==> config.mk <==
export PLATFORM = sky130hd
export DESIGN_NAME = rpc_rtc_power_ctrl
export DESIGN_NICKNAME = d
export VERILOG_FILES = /design/src/hw/rpc_pkg.sv /design/src/hw/rpc_wake_if.sv /design/src/hw/rpc_rtc_power_ctrl.sv /design/src/hw/rpc_power_seq.sv
export SDC_FILE = /design/constraint.sdc
export NUM_CORES = 1
export LEC_CHECK = 0
export ABC_AREA = 0
export BUFFER_PORTS_ARGS = -buffer_cell sky130_fd_sc_hd__buf_2
export CAP_MARGIN = 5
export CORE_MARGIN = 5
export CORE_UTILIZATION = 34
export DETAILED_ROUTE_END_ITERATION = 8
export GPL_TIMING_DRIVEN = 1
export PLACE_DENSITY = 0.73
export SYNTH_ARGS = -nofsm -noshare
export SYNTH_HDL_FRONTEND = slang
export SYNTH_SLANG_ARGS = --single-unit
==> constraint.sdc <==
create_clock -name clk_sys -period 1.1 [get_ports clk_sys]
set_input_delay 0.275 -clock clk_sys [delete_from_list [all_inputs] [get_ports clk_sys]]
set_output_delay 0.275 -clock clk_sys [all_outputs]
set_load 0.1 [all_outputs]
==> src/hw/rpc_pkg.sv <==
package rpc_pkg;
    // ==========================================
    // Register map
    localparam logic [15:0] RPC_CTRL_OFS = 16'h1930;
    localparam int RPC_DATA_W = 16;
    localparam logic [15:0] RPC_CTRL_RST = 16'h0010;
    localparam logic [15:0] RPC_CTRL_MASK = 16'h001f;
    // ==========================================
    // Field positions
    localparam int RPC_WAKE_OUT_BIT = 4;
    localparam int RPC_WAKE_DIR_BIT = 3;
    localparam int RPC_REF_PD_BIT = 2;
    localparam int RPC_REG_PD_BIT = 1;
    localparam int RPC_CLKOUT_BIT = 0;
    // ==========================================
    // Power states
    typedef enum logic [1:0] {
        RPC_ST_ON,
        RPC_ST_REG_OFF,
        RPC_ST_ALL_OFF
    } rpc_state_e;
endpackage

==> src/hw/rpc_wake_if.sv <==
`timescale 1ns/1ns
// ==========================================
// Wake cause, power-down requests and power states between top and power sequencer
interface rpc_wake_if;
    logic wake_cause;
    logic ref_pd_req;
    logic reg_pd_req;
    logic ref_on;
    logic reg_on;
    modport top (output wake_cause, output ref_pd_req, output reg_pd_req,
        input ref_on, input reg_on);
    modport seq (input wake_cause, input ref_pd_req, input reg_pd_req,
        output ref_on, output reg_on);
endinterface

==> src/hw/rpc_rtc_power_ctrl.sv <==
// Decided for this implementation: the address-and-strobe port.
`timescale 1ns/1ns
// How it works
// - With the wake pin set as output and the wake output level bit at 0 the wake pin is pulled low, at 1 its driver is released.
// - The wake direction bit selects input (0) or output (1) for the wake pin.
// - As input the wake pin is active high; as output it is open-drain, active low, pulled up outside.
// - Writing 1 to the reference power-down bit turns off regulators, reset comparator and reference.
// - After a full shutdown only a high wake pin, an enabled alarm or enabled periodic event restores power.
// - Writing 1 to the regulator power-down bit with the reference power-down bit at 0 turns off regulators and comparator, reference stays on.
// - After a regulator shutdown only the same three wake causes restore regulators and comparator.
// - The clock-out pin is enabled while the clock-out enable bit is 1 and disabled at 0.
module rpc_rtc_power_ctrl (
    input wire logic clk_sys,
    input wire logic rst_n,
    input wire logic [15:0] reg_addr,
    input wire logic [15:0] reg_wdata,
    input wire logic reg_wr,
    input wire logic reg_rd,
    output logic [15:0] reg_rdata,
    input wire logic wake_pin_in,
    output logic wake_pin_out,
    output logic wake_pin_oe,
    input wire logic alarm_event,
    input wire logic alarm_enable,
    input wire logic periodic_event,
    input wire logic periodic_enable,
    output logic clock_out_pin_enable,
    output logic regulator_enable,
    output logic reset_comparator_enable,
    output logic reference_enable
);
    // ==========================================
    // Decode
    logic [15:0] ctrl_reg;
    logic [15:0] ctrl_next;
    logic [15:0] rdata_next;
    logic wake_pin_direction;
    logic wake_pin_out_level;
    wire logic ctrl_hit;
    wire logic ctrl_wr;
    wire logic wake_pin_active;
    rpc_wake_if wif ();

    assign ctrl_hit = (reg_addr == rpc_pkg::RPC_CTRL_OFS);
    assign ctrl_wr = reg_wr && ctrl_hit;
    assign wake_pin_direction = ctrl_reg[rpc_pkg::RPC_WAKE_DIR_BIT];
    assign wake_pin_out_level = ctrl_reg[rpc_pkg::RPC_WAKE_OUT_BIT];
    assign wake_pin_active = !wake_pin_direction && wake_pin_in;

    // Power-down bits act as one-shot requests; state holds in the sequencer
    assign ctrl_next = ctrl_wr ? (reg_wdata & rpc_pkg::RPC_CTRL_MASK) : ctrl_reg;
    assign rdata_next = (reg_rd && ctrl_hit) ? ctrl_reg : 16'h0000;

    assign wif.wake_cause = wake_pin_active || (alarm_event && alarm_enable)
        || (periodic_event && periodic_enable);
    assign wif.ref_pd_req = ctrl_wr && reg_wdata[rpc_pkg::RPC_REF_PD_BIT];
    assign wif.reg_pd_req = ctrl_wr && reg_wdata[rpc_pkg::RPC_REG_PD_BIT];

    rpc_power_seq u_seq (
        .clk_sys(clk_sys),
        .rst_n(rst_n),
        .wif(wif)
    );

    // ==========================================
    // Registers
    always_ff @(posedge clk_sys or negedge rst_n) begin
        if (!rst_n) begin
            ctrl_reg <= rpc_pkg::RPC_CTRL_RST;
            reg_rdata <= 16'h0000;
        end else begin
            ctrl_reg <= ctrl_next;
            reg_rdata <= rdata_next;
        end
    end

    always_ff @(posedge clk_sys or negedge rst_n) begin
        if (!rst_n) begin
            wake_pin_out <= 1'b0;
            wake_pin_oe <= 1'b0;
            clock_out_pin_enable <= 1'b0;
            regulator_enable <= 1'b1;
            reset_comparator_enable <= 1'b1;
            reference_enable <= 1'b1;
        end else begin
            wake_pin_out <= 1'b0;
            wake_pin_oe <= wake_pin_direction && !wake_pin_out_level;
            clock_out_pin_enable <= ctrl_reg[rpc_pkg::RPC_CLKOUT_BIT];
            regulator_enable <= wif.reg_on;
            reset_comparator_enable <= wif.reg_on;
            reference_enable <= wif.ref_on;
        end
    end

    // ==========================================
    // Checks
    wake_drive_a: assert property (@(posedge clk_sys) disable iff (!rst_n)
        wake_pin_oe |-> (!wake_pin_out && $past(wake_pin_direction)
        && !$past(wake_pin_out_level)))
        else $error("Wake pin driven against control");
    wake_dir_a: assert property (@(posedge clk_sys) disable iff (!rst_n)
        !wake_pin_direction |=> !wake_pin_oe)
        else $error("Wake pin driven while input");
    ref_off_a: assert property (@(posedge clk_sys) disable iff (!rst_n)
        (wif.ref_pd_req && !wif.wake_cause) |=> ##1 (!reference_enable && !regulator_enable))
        else $error("Reference shutdown missed");
    ref_hold_a: assert property (@(posedge clk_sys) disable iff (!rst_n)
        (!wif.ref_on && !wif.wake_cause) |=> !wif.ref_on)
        else $error("Reference woke without cause");
    reg_off_a: assert property (@(posedge clk_sys) disable iff (!rst_n)
        (wif.reg_pd_req && !wif.ref_pd_req && wif.reg_on && !wif.wake_cause)
        |=> ##1 (!regulator_enable && reference_enable))
        else $error("Regulator shutdown wrong");
    reg_wake_a: assert property (@(posedge clk_sys) disable iff (!rst_n)
        (!wif.reg_on && wif.wake_cause) |=> ##1 (regulator_enable && reset_comparator_enable))
        else $error("Regulator wake missed");
    clkout_a: assert property (@(posedge clk_sys) disable iff (!rst_n)
        ##1 clock_out_pin_enable == $past(ctrl_reg[rpc_pkg::RPC_CLKOUT_BIT]))
        else $error("Clock out enable mismatch");
    reserved_a: assert property (@(posedge clk_sys) disable iff (!rst_n)
        ctrl_wr |=> (ctrl_reg[15:5] == 11'h000))
        else $error("Reserved bits stored");

    // ==========================================
    // Further checks
    wake_out_zero_a: assert property (@(posedge clk_sys) disable iff (!rst_n)
        !wake_pin_out)
        else $error("Wake pin output level not low");

    wake_release_a: assert property (@(posedge clk_sys) disable iff (!rst_n)
        wake_pin_out_level |=> !wake_pin_oe)
        else $error("Wake pin not released");

    wake_pull_a: assert property (@(posedge clk_sys) disable iff (!rst_n)
        (wake_pin_direction && !wake_pin_out_level) |=> wake_pin_oe)
        else $error("Wake pin not pulled low");

    wake_oe_follow_a: assert property (@(posedge clk_sys) disable iff (!rst_n)
        ##1 wake_pin_oe == $past(wake_pin_direction && !wake_pin_out_level))
        else $error("Wake pin enable does not follow control");

    wake_in_cause_a: assert property (@(posedge clk_sys) disable iff (!rst_n)
        (!wake_pin_direction && wake_pin_in) |-> wif.wake_cause)
        else $error("High wake input ignored");

    wake_out_quiet_a: assert property (@(posedge clk_sys) disable iff (!rst_n)
        (wake_pin_direction && !(alarm_event && alarm_enable)
        && !(periodic_event && periodic_enable)) |-> !wif.wake_cause)
        else $error("Output wake pin taken as cause");

    alarm_cause_a: assert property (@(posedge clk_sys) disable iff (!rst_n)
        (alarm_event && alarm_enable) |-> wif.wake_cause)
        else $error("Enabled alarm ignored");

    periodic_cause_a: assert property (@(posedge clk_sys) disable iff (!rst_n)
        (periodic_event && periodic_enable) |-> wif.wake_cause)
        else $error("Enabled periodic event ignored");

    masked_cause_a: assert property (@(posedge clk_sys) disable iff (!rst_n)
        (!alarm_enable && !periodic_enable && !wake_pin_active) |-> !wif.wake_cause)
        else $error("Masked event woke");

    ref_wake_a: assert property (@(posedge clk_sys) disable iff (!rst_n)
        (!wif.ref_on && wif.wake_cause) |=> ##1 (reference_enable && regulator_enable))
        else $error("Reference wake missed");

    reg_hold_a: assert property (@(posedge clk_sys) disable iff (!rst_n)
        (!wif.reg_on && !wif.wake_cause) |=> !wif.reg_on)
        else $error("Regulator woke without cause");

    ref_off_pair_a: assert property (@(posedge clk_sys) disable iff (!rst_n)
        !reference_enable |-> (!regulator_enable && !reset_comparator_enable))
        else $error("Regulators on without reference");

    cmp_follow_a: assert property (@(posedge clk_sys) disable iff (!rst_n)
        regulator_enable == reset_comparator_enable)
        else $error("Comparator and regulator differ");

    reg_keep_ref_a: assert property (@(posedge clk_sys) disable iff (!rst_n)
        (wif.reg_pd_req && !wif.ref_pd_req && wif.reg_on && !wif.wake_cause)
        |=> wif.ref_on)
        else $error("Reference lost on regulator shutdown");

    pd_none_a: assert property (@(posedge clk_sys) disable iff (!rst_n)
        (ctrl_wr && !reg_wdata[rpc_pkg::RPC_REF_PD_BIT]
        && !reg_wdata[rpc_pkg::RPC_REG_PD_BIT] && wif.reg_on) |=> wif.reg_on)
        else $error("Shutdown without request");

    ref_req_now_a: assert property (@(posedge clk_sys) disable iff (!rst_n)
        (wif.ref_pd_req && !wif.wake_cause) |=> !wif.ref_on)
        else $error("Reference request not taken");

    ref_en_follow_a: assert property (@(posedge clk_sys) disable iff (!rst_n)
        ##1 reference_enable == $past(wif.ref_on))
        else $error("Reference enable does not follow state");

    reg_en_follow_a: assert property (@(posedge clk_sys) disable iff (!rst_n)
        ##1 regulator_enable == $past(wif.reg_on))
        else $error("Regulator enable does not follow state");

    clkout_low_a: assert property (@(posedge clk_sys) disable iff (!rst_n)
        !ctrl_reg[rpc_pkg::RPC_CLKOUT_BIT] |=> !clock_out_pin_enable)
        else $error("Clock out enabled while bit clear");

    read_idle_a: assert property (@(posedge clk_sys) disable iff (!rst_n)
        !(reg_rd && ctrl_hit) |=> (reg_rdata == 16'h0000))
        else $error("Read data outside read cycle");

    read_data_a: assert property (@(posedge clk_sys) disable iff (!rst_n)
        (reg_rd && ctrl_hit) |=> (reg_rdata == $past(ctrl_reg)))
        else $error("Read data wrong");

    ctrl_keep_a: assert property (@(posedge clk_sys) disable iff (!rst_n)
        !ctrl_wr |=> $stable(ctrl_reg))
        else $error("Control changed without write");
endmodule

==> src/hw/rpc_power_seq.sv <==
`timescale 1ns/1ns
// ==========================================
// Power-down sequencer: a one-cycle request shuts down, only a wake cause restores
module rpc_power_seq (
    input wire logic clk_sys,
    input wire logic rst_n,
    rpc_wake_if.seq wif
);
    rpc_pkg::rpc_state_e state_reg;
    rpc_pkg::rpc_state_e state_next;
    wire logic go_all_off;
    wire logic go_reg_off;

    assign go_all_off = wif.ref_pd_req;
    assign go_reg_off = wif.reg_pd_req && !wif.ref_pd_req;

    // ==========================================
    // Next state
    always_comb begin
        state_next = state_reg;
        case (state_reg)
            rpc_pkg::RPC_ST_ON: begin
                if (go_all_off) begin
                    state_next = rpc_pkg::RPC_ST_ALL_OFF;
                end else if (go_reg_off) begin
                    state_next = rpc_pkg::RPC_ST_REG_OFF;
                end
            end
            rpc_pkg::RPC_ST_REG_OFF: begin
                if (wif.wake_cause) begin
                    state_next = rpc_pkg::RPC_ST_ON;
                end else if (go_all_off) begin
                    state_next = rpc_pkg::RPC_ST_ALL_OFF;
                end
            end
            rpc_pkg::RPC_ST_ALL_OFF: begin
                if (wif.wake_cause) begin
                    state_next = rpc_pkg::RPC_ST_ON;
                end
            end
            default: state_next = rpc_pkg::RPC_ST_ON;
        endcase
    end

    always_ff @(posedge clk_sys or negedge rst_n) begin
        if (!rst_n) begin
            state_reg <= rpc_pkg::RPC_ST_ON;
        end else begin
            state_reg <= state_next;
        end
    end

    assign wif.reg_on = (state_reg == rpc_pkg::RPC_ST_ON);
    assign wif.ref_on = (state_reg != rpc_pkg::RPC_ST_ALL_OFF);
endmodule

==> Yosys cells after proc, flatten, opt, wreduce, memory -nomap -nowiden <==
Index checks and enable logic that the tools add are counted.
{ "classes": {"n_eq_ne": 7, "n_mux": 7, "reduce_logical": 16} }
{ "op_table": {"columns": ["cell", "count"], "rows": [
  ["16-bit by 13-bit == test with 1-bit output (second input constant)", 1],
  ["2-bit two-way mux", 5],
  ["1-bit logical AND", 9],
  ["3-bit by 1-bit inequality test with 1-bit output (second input constant)", 2],
  ["2-bit one-hot mux with 3 select lines", 1],
  ["5-bit two-way mux", 1],
  ["1-bit logical NOT", 3],
  ["3-bit AND reduction", 1],
  ["2-bit by 1-bit == test with 1-bit output (second input constant)", 1],
  ["2-bit == test (second input constant)", 1],
  ["2-bit logical NOT", 1],
  ["1-bit logical OR", 2],
  ["2-bit by 1-bit inequality test with 1-bit output (second input constant)", 1],
  ["2-bit inequality test (second input constant)", 1]
]} }
{ "word_totals": {"register_bits": 16, "inputBits": 41, "output_inout_bits": 22, "wordCells": 37} }

==> Logic depth before layout (Yosys ltp) <==
Gate-level depths: netlist of the first run.
{ "logic_depth": {"ltp_word": 8, "ltp_mapped": 5, "ltp_nobuf": 4} }

==> Hierarchy <==
Synthesis of the first run repeated with hierarchy kept, for this count alone.
{ "unflattened": {"hier_cells": 65, "hier_area_um2": 828.3} }
{ "by_module_without_submodules": {"columns": ["module", "instances", "cells_per_inst", "area_each_um2", "seq_area_each_um2"], "rows": [
  ["rpc_rtc_power_ctrl", 1, 55, 725.7, 354.1],
  ["rpc_power_seq", 1, 10, 102.6, 50.0]
]} }

==> Worst setup path after synthesis of the first run <==
OpenSTA, ideal clock, no wires.
{ "synth_timing": {"kind": "reg-to-output", "start": "register regulator_enable (netlist name)", "end": "output reset_comparator_enable", "arrival_time_ps": 1217, "required_time_ps": 825, "setup_slack_ps": -392, "path_stages_with_launch": 2, "n_path_buf": 1, "path_cell_list": "dfstp_2 > buf_4"} }
{ "synth_rtl": {"columns": ["item", "line_no", "source"], "rows": [
  ["to (decl)", "rpc_rtc_power_ctrl.sv:29", "output logic reset_comparator_enable,"]
]} }

==> impl_metrics.sql, run 1 <==
INSERT INTO impl_metrics (metric_group, metric, value, unit) VALUES
('die', 'floorplan.rows', '17', ''),
('layout', 'nFillCells', '206', ''),
('yosys', 'synth_flop_cell', 'sky130_fd_sc_hd__dfrtp_1', ''),
('die', 'die_h', '58.6', 'um'),
('sta', 'rsz_0062_raised_after_global_routing', 'yes', ''),
('route', 'drc', '0', ''),
('sta', 'skew', '2.37', 'ps'),
('yosys', 'synth_async_sr_flop_share', '100', '%'),
('yosys', 'synth.lib_cells_used.distinct', '23', ''),
('sta', 'holdWs', '230', 'ps'),
('place', 'gp_congestion', '0.720', ''),
('yosys', 'synth_commonest_cells', '13 x sky130_fd_sc_hd__buf_4, 13 x sky130_fd_sc_hd__dfrtp_1, 5 x sky130_fd_sc_hd__and3_2, 5 x sky130_fd_sc_hd__mux2_4', ''),
('setup_path', 'crit_path_max_incr_delay', '650', 'ps'),
('sta', 'highest_achievable_clock_rate', '0.725', 'GHz'),
('grt', 'number_of_global_route_vias_before_repair', '632', ''),
('setup_path', 'crit_path_end_kind', 'output port', ''),
('clocking', 'cts_clk_pin_slew_worst_paths', '90', 'ps'),
('die', 'placeableCoreArea', '2230', 'sq um'),
('grt', 'grt_max_degree', '17', ''),
('run_status', 'outcome', 'finished with violations', ''),
('setup_path', 'critical_path.max_fanout', '2', ''),
('grt', 'grtUsageTotal', '10.9', '%'),
('sta', 'report.final.hold_viol_count', '0', ''),
('die', 'pin_count', '63', ''),
('route', 'antenna_left', '0', ''),
('place', 'count_of_input_and_output_buffers', '39', ''),
('clocking', 'cts.htree.levels', '1', ''),
('yosys', 'syn_inst', '62', ''),
('clocking', 'worstSkewPairLatency', '280', 'ps'),
('min_path', 'worstHoldPathType', 'in2reg', ''),
('route', 'drt_iter0_drc', '9', ''),
('layout', 'antenna_cells_inserted', '0', ''),
('setup_path', 'critPathSlowestCell', 'sky130_fd_sc_hd__dfstp_4', ''),
('yosys', 'syn-cell-area', '805', 'sq um'),
('yosys', 'postSynthRegisterBits', '16', ''),
('setup_path', 'worstPathArrival', '1100', 'ps'),
('layout', 'area_delta_synth_final', '56.9', '%'),
('clocking', 'post_cts_buffers', '0', ''),
('clocking', 'cts-root-buf', 'sky130_fd_sc_hd__clkbuf_4', ''),
('route', 'dr.pass1.iters', '4', ''),
('grt', 'first_pass_grt_wire_length', '2790', 'um'),
('run_status', 'failed_checks', 'setup timing', ''),
('sta', 'setup-violations-final', '16', ''),
('yosys', 'yosysWarningCount', '0', ''),
('clocking', 'cts_tree', 'done', ''),
('sta', 'part_of_the_cycle_the_worst_path_needs', '125', '%'),
('clocking', 'clock_sinks', '16', ''),
('route', 'routedWlPerCell', '13.6', 'um'),
('sta', 'final.setup.tns', '-1210', 'ps'),
('yosys', 'postSynthAreaPerCell', '13.0', 'sq um'),
('layout', 'finalNetCount', '147', ''),
('setup_path', 'cp_data_required_time', '820', 'ps'),
('place', 'placedInstanceArea', '1150', 'sq um'),
('yosys', 'yosys.area.top_type', 'sky130_fd_sc_hd__dfrtp_1', ''),
('yosys', 'synth-edff-count', '0', ''),
('sta', 'final.setup.worst_slack', '-279', 'ps'),
('die', 'initial_utilization', '36.0', '%'),
('yosys', 'synth-compound-area-share', '5.29', '%'),
('sta', 'slew_violations', '0', ''),
('clocking', 'tritoncts.num_buffers', '3', ''),
('route', 'finalWirelength', '1810', 'um'),
('layout', 'post_route_cells_drive_above_1_share', '74.3', '%'),
('route', 'routed_via_density', '4.59', ''),
('sta', 'fin_crit', '1380', 'ps'),
('yosys', 'synth_top_area_cells', 'sky130_fd_sc_hd__dfrtp_1 40%, sky130_fd_sc_hd__buf_4 12%, sky130_fd_sc_hd__dfstp_2 9.8%, sky130_fd_sc_hd__mux2_4 9.3%, sky130_fd_sc_hd__nor4b_2 5.6%', ''),
('place', 'detailed_place_hpwl', '1490', 'um'),
('setup_path', 'criticalPathCategory', 'reg2out', ''),
('setup_path', 'crit_buf_inv', '1', ''),
('yosys', 'ys_seq_area_share', '50.2', '%'),
('yosys', 'post-synth-top-area-fraction', '40.4', '%'),
('yosys', 'synth.area.mux_share', '10.7', '%');
## final timing paths
check	cells past startpoint	slack, ps	end	start
max	1	-280	reset_comparator_enable	regulator_enable$_DFF_PN1_
min	2	230	ctrl_reg[4]$_DFFE_PN1N_	reg_wdata[4]
min reg2reg	0	410	clock_out_pin_enable$_DFF_PN0_	ctrl_reg[0]$_DFFE_PN0N_
max in group asynchronous	2	370	reference_enable$_DFF_PN1_	rst_n
min in group asynchronous	2	440	ctrl_reg[3]$_DFFE_PN0N_	rst_n
max reg2reg	4	-10	u_seq.state_reg[0]$_DFFE_PN0P_	ctrl_reg[3]$_DFFE_PN0N_
## cell families (layout without fill, tap and decap cells)
family	Yosys count	count (layout)
and+or+nand+nor	18	18
other	1	12
muxes	6	6
AOI/OAI and AO/OA	5	5
buffers and inverters	16	48
DFF	16	16
## cell type report
class	count	area, sq um	share of cell area, %
inverters	2	7.51	0.595
multi-input cells	41	380	30.1
repair buffers	42	395	31.3
well taps	28	35.0	2.78
flip-flops and latches	16	418	33.1
clock buffers	4	26.3	2.08
## per-stage QoR
stage | util (%) | power, mW | cells | worst slack (ps)
final | 56.5 | 1.18 | 133 | -279
after global routing | 56.5 | 1.24 | 133 | -323
after CTS | 55.4 | 1.19 | 133 | -294
after detailed placement | 51.7 | 0.865 | 128 | -469
after global placement | 51.7 | 0.861 | 128 | -411
after floorplan | - | 0.827 | 73 | -230
## report_power, final
part	internal, mW	total (mW)	switching [mW]
clock	0.141	0.306	0.165
combinational	0.0650	0.290	0.225
sequential	0.588	0.588	0.0000699
## cells in the final DEF, fill, tap and decap left out, types with 2 or more instances in the layout
master,instances
sky130_fd_sc_hd__and3_2,5
sky130_fd_sc_hd__buf_12,10
sky130_fd_sc_hd__buf_2,25
sky130_fd_sc_hd__buf_4,2
sky130_fd_sc_hd__buf_6,4
sky130_fd_sc_hd__clkbuf_4,3
sky130_fd_sc_hd__conb_1,12
sky130_fd_sc_hd__dfrtp_1,5
sky130_fd_sc_hd__dfrtp_2,8
sky130_fd_sc_hd__dfstp_2,2
sky130_fd_sc_hd__inv_1,2
sky130_fd_sc_hd__mux2_4,6
sky130_fd_sc_hd__nor4b_4,2
## repair_timing
action,CTS,global route
setup endpoints to repair,22,17
cloned,0,0
pin swaps,6,0
hold buffers,1,0
hold endpoints to repair,13,0
resized for setup,9,6
## routing by layer
metal  vias to the layer above  track usage, %  share of wire, %
met5                         -               0                 0
met2                        40            19.6                53
met1                       292            11.0                35
met4                         0            4.85              0.22
li1                        277               -                 -
met3                         2            4.39                12
Power figures use the tool's default switching activity.
==> inputs of run 2 (changes only) <==
--- a/config.mk
+++ b/config.mk
@@ -8,11 +8,12 @@
 export ABC_AREA = 0
 export BUFFER_PORTS_ARGS = -buffer_cell sky130_fd_sc_hd__buf_2
 export CAP_MARGIN = 5
-export CORE_MARGIN = 5
-export CORE_UTILIZATION = 34
+export CORE_MARGIN = 2
+export CORE_UTILIZATION = 41
 export DETAILED_ROUTE_END_ITERATION = 8
+export GPL_ROUTABILITY_DRIVEN = 0
 export GPL_TIMING_DRIVEN = 1
-export PLACE_DENSITY = 0.73
+export PLACE_DENSITY = 0.83
 export SYNTH_ARGS = -nofsm -noshare
 export SYNTH_HDL_FRONTEND = slang
 export SYNTH_SLANG_ARGS = --single-unit
==> constraint.sdc (replaced) <==
create_clock -name clk_sys -period 1.6 [get_ports clk_sys]
set_input_delay 0.4 -clock clk_sys [delete_from_list [all_inputs] [get_ports clk_sys]]
set_output_delay 0.4 -clock clk_sys [all_outputs]
set_load 0.1 [all_outputs]
==> impl_metrics.sql, run 2 (synthesis gave the netlist of run 1 again) <==
INSERT INTO impl_metrics (metric_group, metric, value, unit) VALUES
('run_status', 'outcome', 'finished, final reports clean', ''),
('layout', 'most_frequent_cells_in_the_layout', '36 x sky130_fd_sc_hd__buf_2, 13 x sky130_fd_sc_hd__dfrtp_1, 12 x sky130_fd_sc_hd__conb_1, 5 x sky130_fd_sc_hd__and3_2, 5 x sky130_fd_sc_hd__mux2_4', ''),
('die', 'initial_utilization', '42.3', '%'),
('setup_path', 'critPathSlowestCell', 'sky130_fd_sc_hd__dfstp_4', ''),
('route', 'dr.pass1.iters', '2', ''),
('grt', 'grt_overflow_total', '0', ''),
('place', 'dp.cells', '126', ''),
('sta', 'fin_crit', '1510', 'ps'),
('setup_path', 'cp_delay_by_family_top', 'flip-flops', ''),
('clocking', 'cts_tree', 'done', ''),
('grt', 'met2_usage', '23.9', '%'),
('die', 'placeableCoreArea', '1900', 'sq um'),
('setup_path', 'worstPathArrival', '1110', 'ps'),
('grt', 'grt_max_degree', '17', ''),
('clocking', 'tritoncts.num_buffers', '3', ''),
('setup_path', 'cp_data_required_time', '1200', 'ps'),
('clocking', 'cts_repair_resize_count', '0', ''),
('route', 'drt_iter0_drc', '1', ''),
('layout', 'finalNetCount', '146', ''),
('route', 'routedWlPerCell', '10.9', 'um'),
('clocking', 'post_cts_hold_buffer_count', '0', ''),
('min_path', 'worst_hold_startpoint', 'reg_wdata[3]', ''),
('route', 'routed_via_density', '4.37', ''),
('route', 'drc', '0', ''),
('setup_path', 'cell_chain_critical_path', 'buf_12', ''),
('grt', 'busiest_layer', 'met2', ''),
('setup_path', 'worst_r2r_path_depth', '4', ''),
('clocking', 'cts.htree.levels', '1', ''),
('power_and_ir_drop', 'standby_leakage_power', '0.600', 'nW'),
('layout', 'post_layout_nonfiller_instances', '131', ''),
('die', 'die_h', '48.3', 'um'),
('clocking', 'clock_sinks', '16', ''),
('grt', 'number_of_global_route_vias_before_repair', '547', ''),
('sta', 'highest_achievable_clock_rate', '0.662', 'GHz'),
('route', 'finalWirelength', '1420', 'um'),
('grt', 'grt_use_met3', '4.07', '%'),
('place', 'detailed_place_hpwl', '1190', 'um'),
('setup_path', 'criticalPathCategory', 'reg2out', ''),
('die', 'fp.dieArea', '2330', 'sq um'),
('clocking', 'worstSkewPairLatency', '280', 'ps'),
('clocking', 'clock_path_buffers', '2', ''),
('grt', 'grtUsageTotal', '14.9', '%'),
('sta', 'part_of_the_cycle_the_worst_path_needs', '94.3', '%'),
('min_path', 'worstHoldPathType', 'in2reg', ''),
('clocking', 'post_cts_buffers', '0', ''),
('setup_path', 'timing.rr.end', 'u_seq.state_reg[0]$_DFFE_PN0P_', ''),
('sta', 'setup-violations-final', '0', ''),
('grt', 'first_pass_grt_wire_length', '2190', 'um'),
('layout', 'final_common_cell', 'sky130_fd_sc_hd__buf_2', ''),
('sta', 'holdWs', '347', 'ps'),
('power_and_ir_drop', 'powerDensity', '755', 'nW/um^2'),
('place', 'count_of_input_and_output_buffers', '39', ''),
('sta', 'skew', '4.51', 'ps'),
('setup_path', 'crit_path_max_incr_delay', '650', 'ps'),
('setup_path', 'r2r_slack', '380', 'ps'),
('clocking', 'cts_clk_pin_slew_worst_paths', '90', 'ps'),
('grt', 'antenna_violations_before_repair', '0', ''),
('route', 'antenna_left', '0', ''),
('sta', 'slew_violations', '0', ''),
('layout', 'post_route_cells_drive_above_1_share', '60.6', '%'),
('min_path', 'timing.hold.worst_path_depth', '2', ''),
('setup_path', 'critical_path.reg2reg.startpoint', 'ctrl_reg[3]$_DFFE_PN0N_', ''),
('min_path', 'hold-path-endpoint', 'ctrl_reg[3]$_DFFE_PN0N_', ''),
('grt', 'grt.met1_usage', '15.1', '%'),
('power_and_ir_drop', 'power.ir.vdd_worst', '0.466', 'mV'),
('setup_path', 'logic_depth_of_the_worst_path_buffers_included', '1', ''),
('setup_path', 'crit_buf_inv', '1', ''),
('die', 'die_width', '48.3', 'um'),
('die', 'pin_count', '63', ''),
('layout', 'area_delta_synth_final', '31.6', '%'),
('sta', 'rsz_0062_raised_after_global_routing', 'no', ''),
('die', 'floorplan.rows', '16', ''),
('job', 'cap_violations', '0', ''),
('layout', 'antenna_cells_inserted', '0', ''),
('setup_path', 'critical_path.max_fanout', '2', ''),
('setup_path', 'cp-start-kind', 'flip-flop', ''),
('sta', 'report.final.hold_viol_count', '0', ''),
('route', 'vias', '573', ''),
('clocking', 'cts-root-buf', 'sky130_fd_sc_hd__clkbuf_4', ''),
('setup_path', 'crit_path_end_kind', 'output port', '');
==> run 2: cell types whose count changed in the layout (fill, tap and decap cells not counted), sizes merged <==
cell and delta:
buf -1
==> run 2: power by group <==
part | switching, mW | internal, mW | total, mW | leakage [nW]
Combinational | 0.148 | 0.0347 | 0.182 | 0.373
Sequential | 0.0000376 | 0.404 | 0.404 | 0.213
Clock | 0.116 | 0.0969 | 0.213 | 0.0150
==> run 2: how the worst max path moves through the flow <==
| stage | startpoint | slack, ps | to |
|---|---|---|---|
| after floorplan | regulator_enable$_DFF_PN1_ | 90 | reset_comparator_enable |
| after global placement | reg_addr[8] | 30 | u_seq.state_reg[0]$_DFFE_PN0P_ |
| after detailed placement | reg_addr[3] | -40 | u_seq.state_reg[0]$_DFFE_PN0P_ |
| after CTS | regulator_enable$_DFF_PN1_ | 80 | reset_comparator_enable |
| after global routing | regulator_enable$_DFF_PN1_ | 50 | regulator_enable |
| final | regulator_enable$_DFF_PN1_ | 90 | reset_comparator_enable |
==> run 2: worst reg2reg max path: cells and delay by family (launching register included) <==
family,cells,cell delay (ps)
flip-flops,1,420
AO/OA/AOI/OAI,1,150
AND/OR/NAND/NOR,2,280
multiplexers,1,270
==> run 2: through the flow <==
step	util, %	setup WS (ps)	power (mW)	setup TNS [ps]	instance area (sq um)
global route	55.7	45.3	0.843	0	1060
global placement	53.8	26.4	0.591	0	1020
CTS	55.1	80.2	0.804	0	1050
detailed placement	53.8	-42.3	0.594	-171	1020
finish	55.7	90.6	0.799	0	1060
floorplan	-	89.5	0.569	0	850
==> run 2: cell type report <==
class,count,area (sq um)
fill,181,843
sequential,16,408
multi-input combinational,41,325
timing repair buffer,41,258
tap,27,33.8
clock buffer,4,26.3
inverter,2,7.51
==> run 2: routing by layer <==
layer  routed length (um)  up-vias  part of all wire (%)
met5                    0        -                     0
met4                   53        0                   3.7
met3                  146        5                    10
met2                  704       42                    50
met1                  517      252                    36
li1                     -      274                     -
